**config.mk**
```make
export PLATFORM = sky130hd
export DESIGN_NAME = cfgr_regs
export DESIGN_NICKNAME = d
export VERILOG_FILES = /design/src/common/cfgr_pkg.sv /design/src/rtl/cfgr_regs.sv
export VERILOG_INCLUDE_DIRS = /design/src /design/src/common
export SDC_FILE = /design/constraint.sdc
export NUM_CORES = 1
export LEC_CHECK = 0
export BUFFER_PORTS_ARGS = -buffer_cell sky130_fd_sc_hd__buf_2
export CORE_MARGIN = 2
export CORE_UTILIZATION = 40
export CTS_BUF_LIST = sky130_fd_sc_hd__clkbuf_16
export DETAILED_ROUTE_END_ITERATION = 10
export GPL_TIMING_DRIVEN = 1
export PLACE_DENSITY = 0.7
export SETUP_SLACK_MARGIN = 0.5
export SYNTH_ARGS = -nofsm -noshare
export SYNTH_HDL_FRONTEND = slang
export SYNTH_SLANG_ARGS = --single-unit
export TNS_END_PERCENT = 50
```
**constraint.sdc**
```tcl
create_clock -name i_ref_clk -period 2 [get_ports i_ref_clk]
set_clock_uncertainty 0.1 [all_clocks]
set_input_delay 0.1 -clock i_ref_clk [delete_from_list [all_inputs] [get_ports i_ref_clk]]
set_output_delay 0.1 -clock i_ref_clk [all_outputs]
set_load 0.01 [all_outputs]
```
**src/common/cfgr_defines.svh**
```systemverilog
`ifndef CFGR_DEFINES_SVH
`define CFGR_DEFINES_SVH

`define CFGR_OFS_OVF_PLL 7'h0b
`define CFGR_OFS_FILT 7'h0c
`define CFGR_OFS_RSVD 7'h0d
`define CFGR_OFS_DRV 7'h0e
`define CFGR_OFS_LGAIN 7'h0f

`define CFGR_RST_PLL_DIV 4'h1
`define CFGR_RST_FILT 8'h00
`define CFGR_RST_RSVD 8'h00
`define CFGR_RST_DRV_MODE 1'h0
`define CFGR_RST_DRV_FDIFF 1'h0
`define CFGR_RST_DRV_PDIFF 1'h0
`define CFGR_RST_MUTE 1'h1
`define CFGR_RST_GAIN 7'h00

`define CFGR_GAIN_MAX 7'h77

`define CFGR_BIT_OVF_ADC_L 7
`define CFGR_BIT_OVF_ADC_R 6
`define CFGR_BIT_OVF_DAC_L 5
`define CFGR_BIT_OVF_DAC_R 4
`define CFGR_BIT_DRV_MODE 7
`define CFGR_BIT_DRV_FDIFF 6
`define CFGR_BIT_DRV_HSET 4
`define CFGR_BIT_DRV_PDIFF 3
`define CFGR_BIT_MUTE 7

`endif

```
**src/common/cfgr_pkg.sv**
```systemverilog
package cfgr_pkg;

    typedef struct packed {
        logic [1:0] hpf_left;
        logic [1:0] hpf_right;
        logic fx_left;
        logic deemph_left;
        logic fx_right;
        logic deemph_right;
    } cfgr_filt_t;

    typedef struct packed {
        logic [3:0] ovf;
        logic [3:0] pll_div;
        cfgr_filt_t filt;
        logic [7:0] rsvd;
        logic drv_mode;
        logic drv_fdiff;
        logic drv_pdiff;
        logic mute;
        logic [6:0] gain;
        logic [7:0] rdata;
    } cfgr_state_t;

    typedef struct packed {
        logic [1:0] hpf_left;
        logic [1:0] hpf_right;
        logic fx_left;
        logic deemph_left;
        logic fx_right;
        logic deemph_right;
        logic [4:0] pll_div_value;
        logic drv_acc;
        logic drv_fdiff;
        logic drv_pdiff;
        logic amp_mute;
        logic [6:0] amp_gain;
    } cfgr_ctrl_t;

endpackage

```
**src/rtl/cfgr_regs.sv**
```systemverilog
`timescale 1ns/1ps
`include "cfgr_defines.svh"
module cfgr_regs (
    input wire logic i_ref_clk,
    input wire logic i_rstn,
    input wire logic i_wr,
    input wire logic i_rd,
    input wire logic [6:0] i_addr,
    input wire logic [7:0] i_wdata,
    input wire logic [3:0] i_ovf_event,
    input wire logic i_headset,
    output logic [7:0] o_rdata,
    output cfgr_pkg::cfgr_ctrl_t o_ctrl
);

    cfgr_pkg::cfgr_state_t st_reg;
    cfgr_pkg::cfgr_state_t st_next;
    cfgr_pkg::cfgr_ctrl_t ctrl_reg;
    cfgr_pkg::cfgr_ctrl_t ctrl_next;

    logic [7:0] rd_mux;

    always_comb begin
        rd_mux = 8'h00;
        case (i_addr)
            `CFGR_OFS_OVF_PLL: rd_mux = {st_reg.ovf, st_reg.pll_div};
            `CFGR_OFS_FILT: rd_mux = st_reg.filt;
            `CFGR_OFS_RSVD: rd_mux = st_reg.rsvd;
            `CFGR_OFS_DRV: begin
                rd_mux[`CFGR_BIT_DRV_MODE] = st_reg.drv_mode;
                rd_mux[`CFGR_BIT_DRV_FDIFF] = st_reg.drv_fdiff;
                rd_mux[`CFGR_BIT_DRV_HSET] = i_headset;
                rd_mux[`CFGR_BIT_DRV_PDIFF] = st_reg.drv_pdiff;
            end
            `CFGR_OFS_LGAIN: rd_mux = {st_reg.mute, st_reg.gain};
            default: rd_mux = 8'h00;
        endcase
    end

    always_comb begin
        st_next = st_reg;
        st_next.rdata = i_rd ? rd_mux : st_reg.rdata;
        // read clears first, new events are ORed after so the set wins
        if (i_rd && i_addr == `CFGR_OFS_OVF_PLL) begin
            st_next.ovf = 4'h0;
        end
        st_next.ovf = st_next.ovf | i_ovf_event;
        if (i_wr) begin
            case (i_addr)
                `CFGR_OFS_OVF_PLL: st_next.pll_div = i_wdata[3:0];
                `CFGR_OFS_FILT: st_next.filt = i_wdata;
                // kept as written; host keeps it zero
                `CFGR_OFS_RSVD: st_next.rsvd = i_wdata;
                `CFGR_OFS_DRV: begin
                    st_next.drv_mode = i_wdata[`CFGR_BIT_DRV_MODE];
                    // both set is the host's fault, stored as written
                    st_next.drv_fdiff = i_wdata[`CFGR_BIT_DRV_FDIFF];
                    st_next.drv_pdiff = i_wdata[`CFGR_BIT_DRV_PDIFF];
                end
                `CFGR_OFS_LGAIN: begin
                    st_next.mute = i_wdata[`CFGR_BIT_MUTE];
                    st_next.gain = i_wdata[6:0];
                end
                default: st_next.pll_div = st_reg.pll_div;
            endcase
        end
    end

    always_comb begin
        ctrl_next.hpf_left = st_next.filt.hpf_left;
        ctrl_next.hpf_right = st_next.filt.hpf_right;
        ctrl_next.fx_left = st_next.filt.fx_left;
        ctrl_next.deemph_left = st_next.filt.deemph_left;
        ctrl_next.fx_right = st_next.filt.fx_right;
        ctrl_next.deemph_right = st_next.filt.deemph_right;
        ctrl_next.pll_div_value = (st_next.pll_div == 4'h0) ?
            5'h10 : {1'b0, st_next.pll_div};
        ctrl_next.drv_acc = st_next.drv_mode;
        ctrl_next.drv_fdiff = st_next.drv_fdiff;
        ctrl_next.drv_pdiff = st_next.drv_pdiff;
        ctrl_next.amp_mute = st_next.mute;
        ctrl_next.amp_gain = (st_next.gain > `CFGR_GAIN_MAX) ?
            `CFGR_GAIN_MAX : st_next.gain;
    end

    always_ff @(posedge i_ref_clk or negedge i_rstn) begin
        if (!i_rstn) begin
            st_reg.ovf <= 4'h0;
            st_reg.pll_div <= `CFGR_RST_PLL_DIV;
            st_reg.filt <= `CFGR_RST_FILT;
            st_reg.rsvd <= `CFGR_RST_RSVD;
            st_reg.drv_mode <= `CFGR_RST_DRV_MODE;
            st_reg.drv_fdiff <= `CFGR_RST_DRV_FDIFF;
            st_reg.drv_pdiff <= `CFGR_RST_DRV_PDIFF;
            st_reg.mute <= `CFGR_RST_MUTE;
            st_reg.gain <= `CFGR_RST_GAIN;
            st_reg.rdata <= 8'h00;
            ctrl_reg <= '0;
            ctrl_reg.pll_div_value <= {1'b0, `CFGR_RST_PLL_DIV};
            ctrl_reg.amp_mute <= `CFGR_RST_MUTE;
        end else begin
            st_reg <= st_next;
            ctrl_reg <= ctrl_next;
        end
    end

    assign o_rdata = st_reg.rdata;
    assign o_ctrl = ctrl_reg;

    property p_sticky;
        @(posedge i_ref_clk) disable iff (!i_rstn)
        i_ovf_event[3] |=> st_reg.ovf[3];
    endproperty
    a_sticky: assert property (p_sticky) else $error("flag not set");

    property p_hold;
        @(posedge i_ref_clk) disable iff (!i_rstn)
        (st_reg.ovf[2] && !(i_rd && i_addr == `CFGR_OFS_OVF_PLL))
            |=> st_reg.ovf[2];
    endproperty
    a_hold: assert property (p_hold) else $error("flag dropped");

    property p_clear;
        @(posedge i_ref_clk) disable iff (!i_rstn)
        (i_rd && i_addr == `CFGR_OFS_OVF_PLL && i_ovf_event == 4'h0)
            |=> (st_reg.ovf == 4'h0) && (o_rdata[7:4] == $past(st_reg.ovf));
    endproperty
    a_clear: assert property (p_clear) else $error("flag not cleared");

    property p_div;
        @(posedge i_ref_clk) disable iff (!i_rstn)
        (i_wr && i_addr == `CFGR_OFS_OVF_PLL && i_wdata[3:0] == 4'h0)
            |=> o_ctrl.pll_div_value == 5'h10;
    endproperty
    a_div: assert property (p_div) else $error("divide 16 wrong");

    property p_filt;
        @(posedge i_ref_clk) disable iff (!i_rstn)
        (i_wr && i_addr == `CFGR_OFS_FILT) |=> ({o_ctrl.hpf_left,
            o_ctrl.hpf_right, o_ctrl.fx_left, o_ctrl.deemph_left,
            o_ctrl.fx_right, o_ctrl.deemph_right} == $past(i_wdata));
    endproperty
    a_filt: assert property (p_filt) else $error("filter ctl wrong");

    property p_acc;
        @(posedge i_ref_clk) disable iff (!i_rstn)
        (i_wr && i_addr == `CFGR_OFS_DRV)
            |=> o_ctrl.drv_acc == $past(i_wdata[7]);
    endproperty
    a_acc: assert property (p_acc) else $error("drive mode wrong");

    property p_hset;
        @(posedge i_ref_clk) disable iff (!i_rstn)
        (i_rd && i_addr == `CFGR_OFS_DRV) |=> o_rdata[4] == $past(i_headset);
    endproperty
    a_hset: assert property (p_hset) else $error("headset bit wrong");

    property p_sat;
        @(posedge i_ref_clk) disable iff (!i_rstn)
        o_ctrl.amp_gain <= `CFGR_GAIN_MAX;
    endproperty
    a_sat: assert property (p_sat) else $error("gain not saturated");

    property p_mute;
        @(posedge i_ref_clk) disable iff (!i_rstn)
        (i_wr && i_addr == `CFGR_OFS_LGAIN)
            |=> o_ctrl.amp_mute == $past(i_wdata[7]);
    endproperty
    a_mute: assert property (p_mute) else $error("mute wrong");

    property p_div_val;
        @(posedge i_ref_clk) disable iff (!i_rstn)
        (i_wr && i_addr == `CFGR_OFS_OVF_PLL && i_wdata[3:0] != 4'h0)
            |=> o_ctrl.pll_div_value == {1'b0, $past(i_wdata[3:0])};
    endproperty
    a_div_val: assert property (p_div_val) else $error("div wrong");

    // the clearing read must not swallow an event of the same cycle
    property p_set_wins;
        @(posedge i_ref_clk) disable iff (!i_rstn)
        (i_rd && i_addr == `CFGR_OFS_OVF_PLL && i_ovf_event != 4'h0)
            |=> st_reg.ovf == $past(i_ovf_event);
    endproperty
    a_set_wins: assert property (p_set_wins) else $error("flag lost");

    property p_gain;
        @(posedge i_ref_clk) disable iff (!i_rstn)
        (i_wr && i_addr == `CFGR_OFS_LGAIN && i_wdata[6:0] <= `CFGR_GAIN_MAX)
            |=> o_ctrl.amp_gain == $past(i_wdata[6:0]);
    endproperty
    a_gain: assert property (p_gain) else $error("gain wrong");

    property p_sat_hi;
        @(posedge i_ref_clk) disable iff (!i_rstn)
        (i_wr && i_addr == `CFGR_OFS_LGAIN && i_wdata[6:0] > `CFGR_GAIN_MAX)
            |=> o_ctrl.amp_gain == `CFGR_GAIN_MAX;
    endproperty
    a_sat_hi: assert property (p_sat_hi) else $error("no clamp");

    property p_drv_cfg;
        @(posedge i_ref_clk) disable iff (!i_rstn)
        (i_wr && i_addr == `CFGR_OFS_DRV) |=>
            (o_ctrl.drv_fdiff == $past(i_wdata[`CFGR_BIT_DRV_FDIFF])) &&
            (o_ctrl.drv_pdiff == $past(i_wdata[`CFGR_BIT_DRV_PDIFF]));
    endproperty
    a_drv_cfg: assert property (p_drv_cfg) else $error("cfg wrong");

    // unused driver bits must read zero whatever the host wrote
    property p_drv_rsvd;
        @(posedge i_ref_clk) disable iff (!i_rstn)
        (i_rd && i_addr == `CFGR_OFS_DRV)
            |=> (o_rdata[5] == 1'b0) && (o_rdata[2:0] == 3'h0);
    endproperty
    a_drv_rsvd: assert property (p_drv_rsvd) else $error("stray bit");

    c_clear: cover property (@(posedge i_ref_clk)
        i_rd && i_addr == `CFGR_OFS_OVF_PLL && st_reg.ovf != 4'h0);
    c_race: cover property (@(posedge i_ref_clk)
        i_rd && i_addr == `CFGR_OFS_OVF_PLL && i_ovf_event != 4'h0);
    c_sat: cover property (@(posedge i_ref_clk)
        i_wr && i_addr == `CFGR_OFS_LGAIN && i_wdata[6:0] > 7'h77);
    c_div16: cover property (@(posedge i_ref_clk)
        i_wr && i_addr == `CFGR_OFS_OVF_PLL && i_wdata[3:0] == 4'h0);
    c_hset: cover property (@(posedge i_ref_clk)
        i_rd && i_addr == `CFGR_OFS_DRV && i_headset);

endmodule

```
# Word level (Yosys, flattened, before mapping)
# Index checks and enable logic that the tools add are counted.
dict set report classes {
  n_lt_le_gt_ge 1
  n_eq_ne 5
  mux 13
  n_bitwise 1
  n_reduce_logical 6
}
# cell count
set op_table {}
lappend op_table {{7-bit by 4-bit equality test with 1-bit output (second input constant)} 5}
lappend op_table {{31-bit 2-to-1 mux} 1}
lappend op_table {{8-bit 2-to-1 mux} 3}
lappend op_table {{2-bit one-hot mux with 5 select lines} 2}
lappend op_table {{3-bit one-hot mux with 4 select lines} 1}
lappend op_table {{4-bit 2-to-1 mux} 2}
lappend op_table {{2-bit AND reduction} 4}
lappend op_table {{7-bit > comparator (second input constant)} 1}
lappend op_table {{7-bit 2-to-1 mux} 1}
lappend op_table {{5-bit 2-to-1 mux} 1}
lappend op_table {{4-bit logical NOT} 1}
lappend op_table {{4-bit OR} 1}
lappend op_table {{1-bit one-hot mux with 4 select lines} 1}
lappend op_table {{3-bit 2-to-1 mux} 1}
lappend op_table {{1-bit logical AND} 1}
dict set report word_totals {
  reg_bits 55
  inputBits 24
  out_inout_bits 32
  elab_cells 43
}

# Depth between registers and ports, before layout
dict set report logic_depth {
  word_depth 5
  depth_mapped 6
  depth_no_buf 4
}

# Worst setup path after synthesis
# Ideal clock, no wire load.
dict set report synth_timing {
  kind {input to register}
  start {in i_addr[0]}
  end {reg st_reg (netlist bit o_rdata[3])}
  setup_ns 0.126
  arrival_ns 1.454
  t_required_ns 1.774
  setup_slack_ns 0.320
  stages 4
  path_buffers 1
  cell_sequence {clkbuf_1 mux4_2 and3_1 a221o_1}
}
dict set report synth_between {
  elab_chain_cells 2
  word_cells_on_any_way 6
  cone_classes {5 x eq/ne; 1 x mux}
}
# element line
set synth_rtl {}
lappend synth_rtl {{from (decl)} cfgr_regs.sv:8} ;# input wire logic [6:0] i_addr,
lappend synth_rtl {{7-bit by 4-bit equality test with 1-bit output} cfgr_regs.sv:25} ;# case (i_addr)
lappend synth_rtl {{2-bit one-hot mux with 5 select lines (*)} cfgr_regs.sv:25}
lappend synth_rtl {{to (signal assigned)} cfgr_regs.sv:102} ;# st_reg <= st_next;
lappend synth_rtl {{to (decl)} cfgr_regs.sv:16} ;# cfgr_pkg::cfgr_state_t st_reg;
# Every way passes the cells marked *; elsewhere a longest branch is shown, timed or not.
# A chain may end at the register's enable or synchronous reset.

# Worst setup path in the final report
dict set report layout_timing {
  start {reg st_reg[11] (netlist bit)}
  end {reg st_reg (netlist bit o_rdata[3])}
}
dict set report layout_between {
  elab_chain_cells 1
}
# element line
set layout_rtl {}
lappend layout_rtl {{2-bit one-hot mux with 5 select lines} cfgr_regs.sv:25}
# No other way between the ends.

==> results.txt <==
The die is 84.6 um wide. The number of iterations in the first detailed-routing pass came out at 4. Dividing the final minimum period by the clock period gives 0.777.

The finished cells cover 3200 sq um. The type of the worst setup path is register to register. Across the run, the number of max-cap violations was 0.

The post-detailed-placement half-perimeter wirelength came out at 3860 um. The mean area per synthesized cell came out at 13.4 sq um. Leaving out fill and tap cells, the most frequent cell in the layout is buf_2. During I/O placement, the number of pins put on the boundary was 56. The cell type group with the largest total delay on the critical path is multiplexers. STA classifies the critical path startpoint as a register. In the layout the commonest cells are buf_2, dfrtp_1, mux2_2, buf_4, nor3_1.

The routability congestion estimate is 0.826. The synthesis-stage register bit count is 55. The final-report setup violation count is 0. The total number of clock tree sinks came out at 55. The start point of the worst hold path is i_wdata[5]. The max-slew headroom at the worst pin came out at 0.550. The number of nets at the end of the flow came out at 279. The worst-case vdd ir drop came out at 0.000346 V.

The CTS tree is built. The largest individual stage delay along the critical path comes from the cell mux4_2. The via total after detailed routing came out at 1,770. The share of synthesized area occupied by flip-flops and latches came out at 0.531. Of all nets on the critical path, the largest fanout is 2. The min-delay analysis places its worst path in the category input port to register. The pin count of the biggest net entering global routing came out at 56.

The initial cell density of the core came out at 0.412. Wires add up to 5510 um. The post-synth design cell area is 2600 sq um.

Data on the critical path is required at its endpoint by 2.07 ns. The via count of the first global-routing pass came out at 1,851. The number of distinct library cells after synthesis came out at 35. Clock-pin slew was measured on the worst setup and hold paths at 0.07 ns.

Summed over all failing endpoints, the final setup total negative slack is 0 ns. For the worst setup path, the data arrival time is 1.63 ns. Across every metal layer, demand over resource in global routing totals 0.161. Traced cell by cell, the critical path runs through mux4_2 -> and3_1 -> a221o_1. The async set or reset register ratio after synthesis is 1.00. The total clock buffers created by CTS is 5. The worst register-to-register path begins at st_reg[11]$_DFF_PN0_.

The maximum single-stage delay on the critical path came out at 0.48 ns. The placeable core region is 6310 sq um. After the first detailed-routing iteration, the DRC count stood at 85. The upper clock frequency limit came out at 0.644 GHz. The number of nets handed over by synthesis was 218. The H-tree was split into 2 levels. The number of hold violations in the final report is 0. The number of synthesis warnings came out at 0. The shortest period the worst path allows came out at 1.55 ns. The insertion delay of the later-clocked pin in the worst-skew pair came out at 0.29 ns. The total global routing overflow came out at 0. After technology mapping, the gate count stands at 194. The share of the core filled with cells came out at 0.507. Yosys mapped a number of flops with a built-in enable equal to 0.

The endpoint identified for the worst register-to-register timing path is o_rdata[3]$_DFFE_PN0P_. The leading register cell type out of synthesis is dfrtp_1. The clock root buffer is clkbuf_16. Setup repair after global routing could not meet its margin everywhere.

The power density over cell area is 752 nW/um^2. The count of filler cells inserted in the layout is 578. From synthesis to final layout, the design area changed by 23.1%. Summing all placed instances gives a cell area of 2830 sq um. The worst hold path terminates at st_reg[24]$_DFFE_PN0P_. The worst register-to-register path has a setup slack of 0.45 ns. The mean number of vias per cell came out at 5.32. The flip-flop count of the largest register after layout came out at 24. The buffer levels on the longest clock path is 2. The die height is 84.6 um.

Port buffering added 55 buffers. The count of nets left with antenna violations after detail routing came out at 0. The flow ran to the end, and the final reports show no timing, DRC or antenna violations. In the final routed layout, each cell accounts on average for 16.6 um. Counting both buffers and inverters, the worst setup path holds a total of 0. The number of antenna diodes in the final layout is 0.

The floorplan die area is 7160 sq um. In the final layout, the share of cells above drive strength 1 is 0.543. The count of pins over their slew limit is 0. The worst register-to-register path has a depth of 3. In this run the core area contains 29 standard-cell rows.

Summed over all cells, the static leakage comes to 1.61 nW. The worst setup path is captured at a register. The first global-routing pass estimated 9190 um of wire.

The initial antenna violation count is 0. The worst-margin pin slew came out at 0.675 ns. In the routed design, unresolved DRC markers number 0. The worst hold path was traced through 2 stages. Across all hold checks on the routed design, the worst slack comes to 0.0204 ns.
cell usage after synthesis, types with 4 or more instances:
library cell,count,area [sq um]
and3_1,5,31.3
buf_4,20,150
a221oi_1,4,35.0
a21o_1,4,30.0
o21ai_0,4,20.0
dfrtp_1,52,1300
a221o_1,4,40.0
o2bb2ai_1,4,35.0
nand2_1,4,15.0
nand3_1,4,20.0
mux2i_1,4,40.0
mux4_2,4,90.1
nor2_1,6,22.5
mux2_2,37,417
nor3_1,7,35.0
through the flow:
step | std cells | power (W) | worst slack [ns]
finish | 333 | 0.00241 | 0.447
CTS | 326 | 0.00241 | 0.449
detailed placement | 304 | 0.00153 | 0.121
global placement | 304 | 0.00152 | 0.159
floorplan | 194 | 0.00142 | 0.400
global route | 333 | 0.00251 | 0.400
final cells by class:
cell class	instances	area [sq um]	area share
clock buffers	5	125	0.0391
clock inverters	3	20.0	0.00625
inverters	4	15.0	0.00469
multi-input cells	108	1060	0.331
flip-flops and latches	55	1380	0.431
well taps	77	96.3	0.0301
repair buffers	81	505	0.158
power breakdown:
group / switching (W) / internal, W / total [W] / leakage [nW]
Sequential: 0.0000447 / 0.00119 / 0.00124 / 0.719
Clock: 0.000391 / 0.000462 / 0.000853 / 0.0658
Combinational: 0.000156 / 0.000166 / 0.000321 / 0.830
Total: 0.000591 / 0.00182 / 0.00241 / 1.61
repair_timing:
action,in CTS,in global routing
setup endpoints to repair,16,8
gates cloned,0,0
hold buffers,6,0
endpoints found under the hold margin,58,0
resized for setup,4,6
pin swaps,2,5
buffers inserted,8,7
cell families after synthesis:
family                 Yosys count  share of synthesized area
AO/OA/AOI/OAI                   23                     0.0673
buffers and inverters           31                     0.0779
AND/OR/NAND/NOR                 40                      0.114
flip-flops                      55                      0.531
multiplexers                    45                      0.210
worst max path at each step:
stage	start	end	cells after the start
CTS	o_ctrl[8]$_DFFE_PN0P_	o_rdata[3]$_DFFE_PN0P_	3
global route	i_addr[6]	o_rdata[1]$_DFFE_PN0P_	6
detailed placement	i_addr[5]	o_rdata[3]$_DFFE_PN0P_	5
finish	st_reg[11]$_DFF_PN0_	o_rdata[3]$_DFFE_PN0P_	3
floorplan	i_addr[5]	st_reg[19]$_DFFE_PN0P_	5
global placement	i_addr[5]	o_rdata[3]$_DFFE_PN0P_	5
per-layer routing:
layer / global-route usage / vias to the layer above / share of wire
met1: 0.214 / 899 / 0.44
met5: 0 / - / 0
li1: - / 824 / -
met2: 0.275 / 39 / 0.50
met3: 0.0295 / 8 / 0.040
met4: 0.0390 / 0 / 0.014
(Power assumes the default switching activity.)
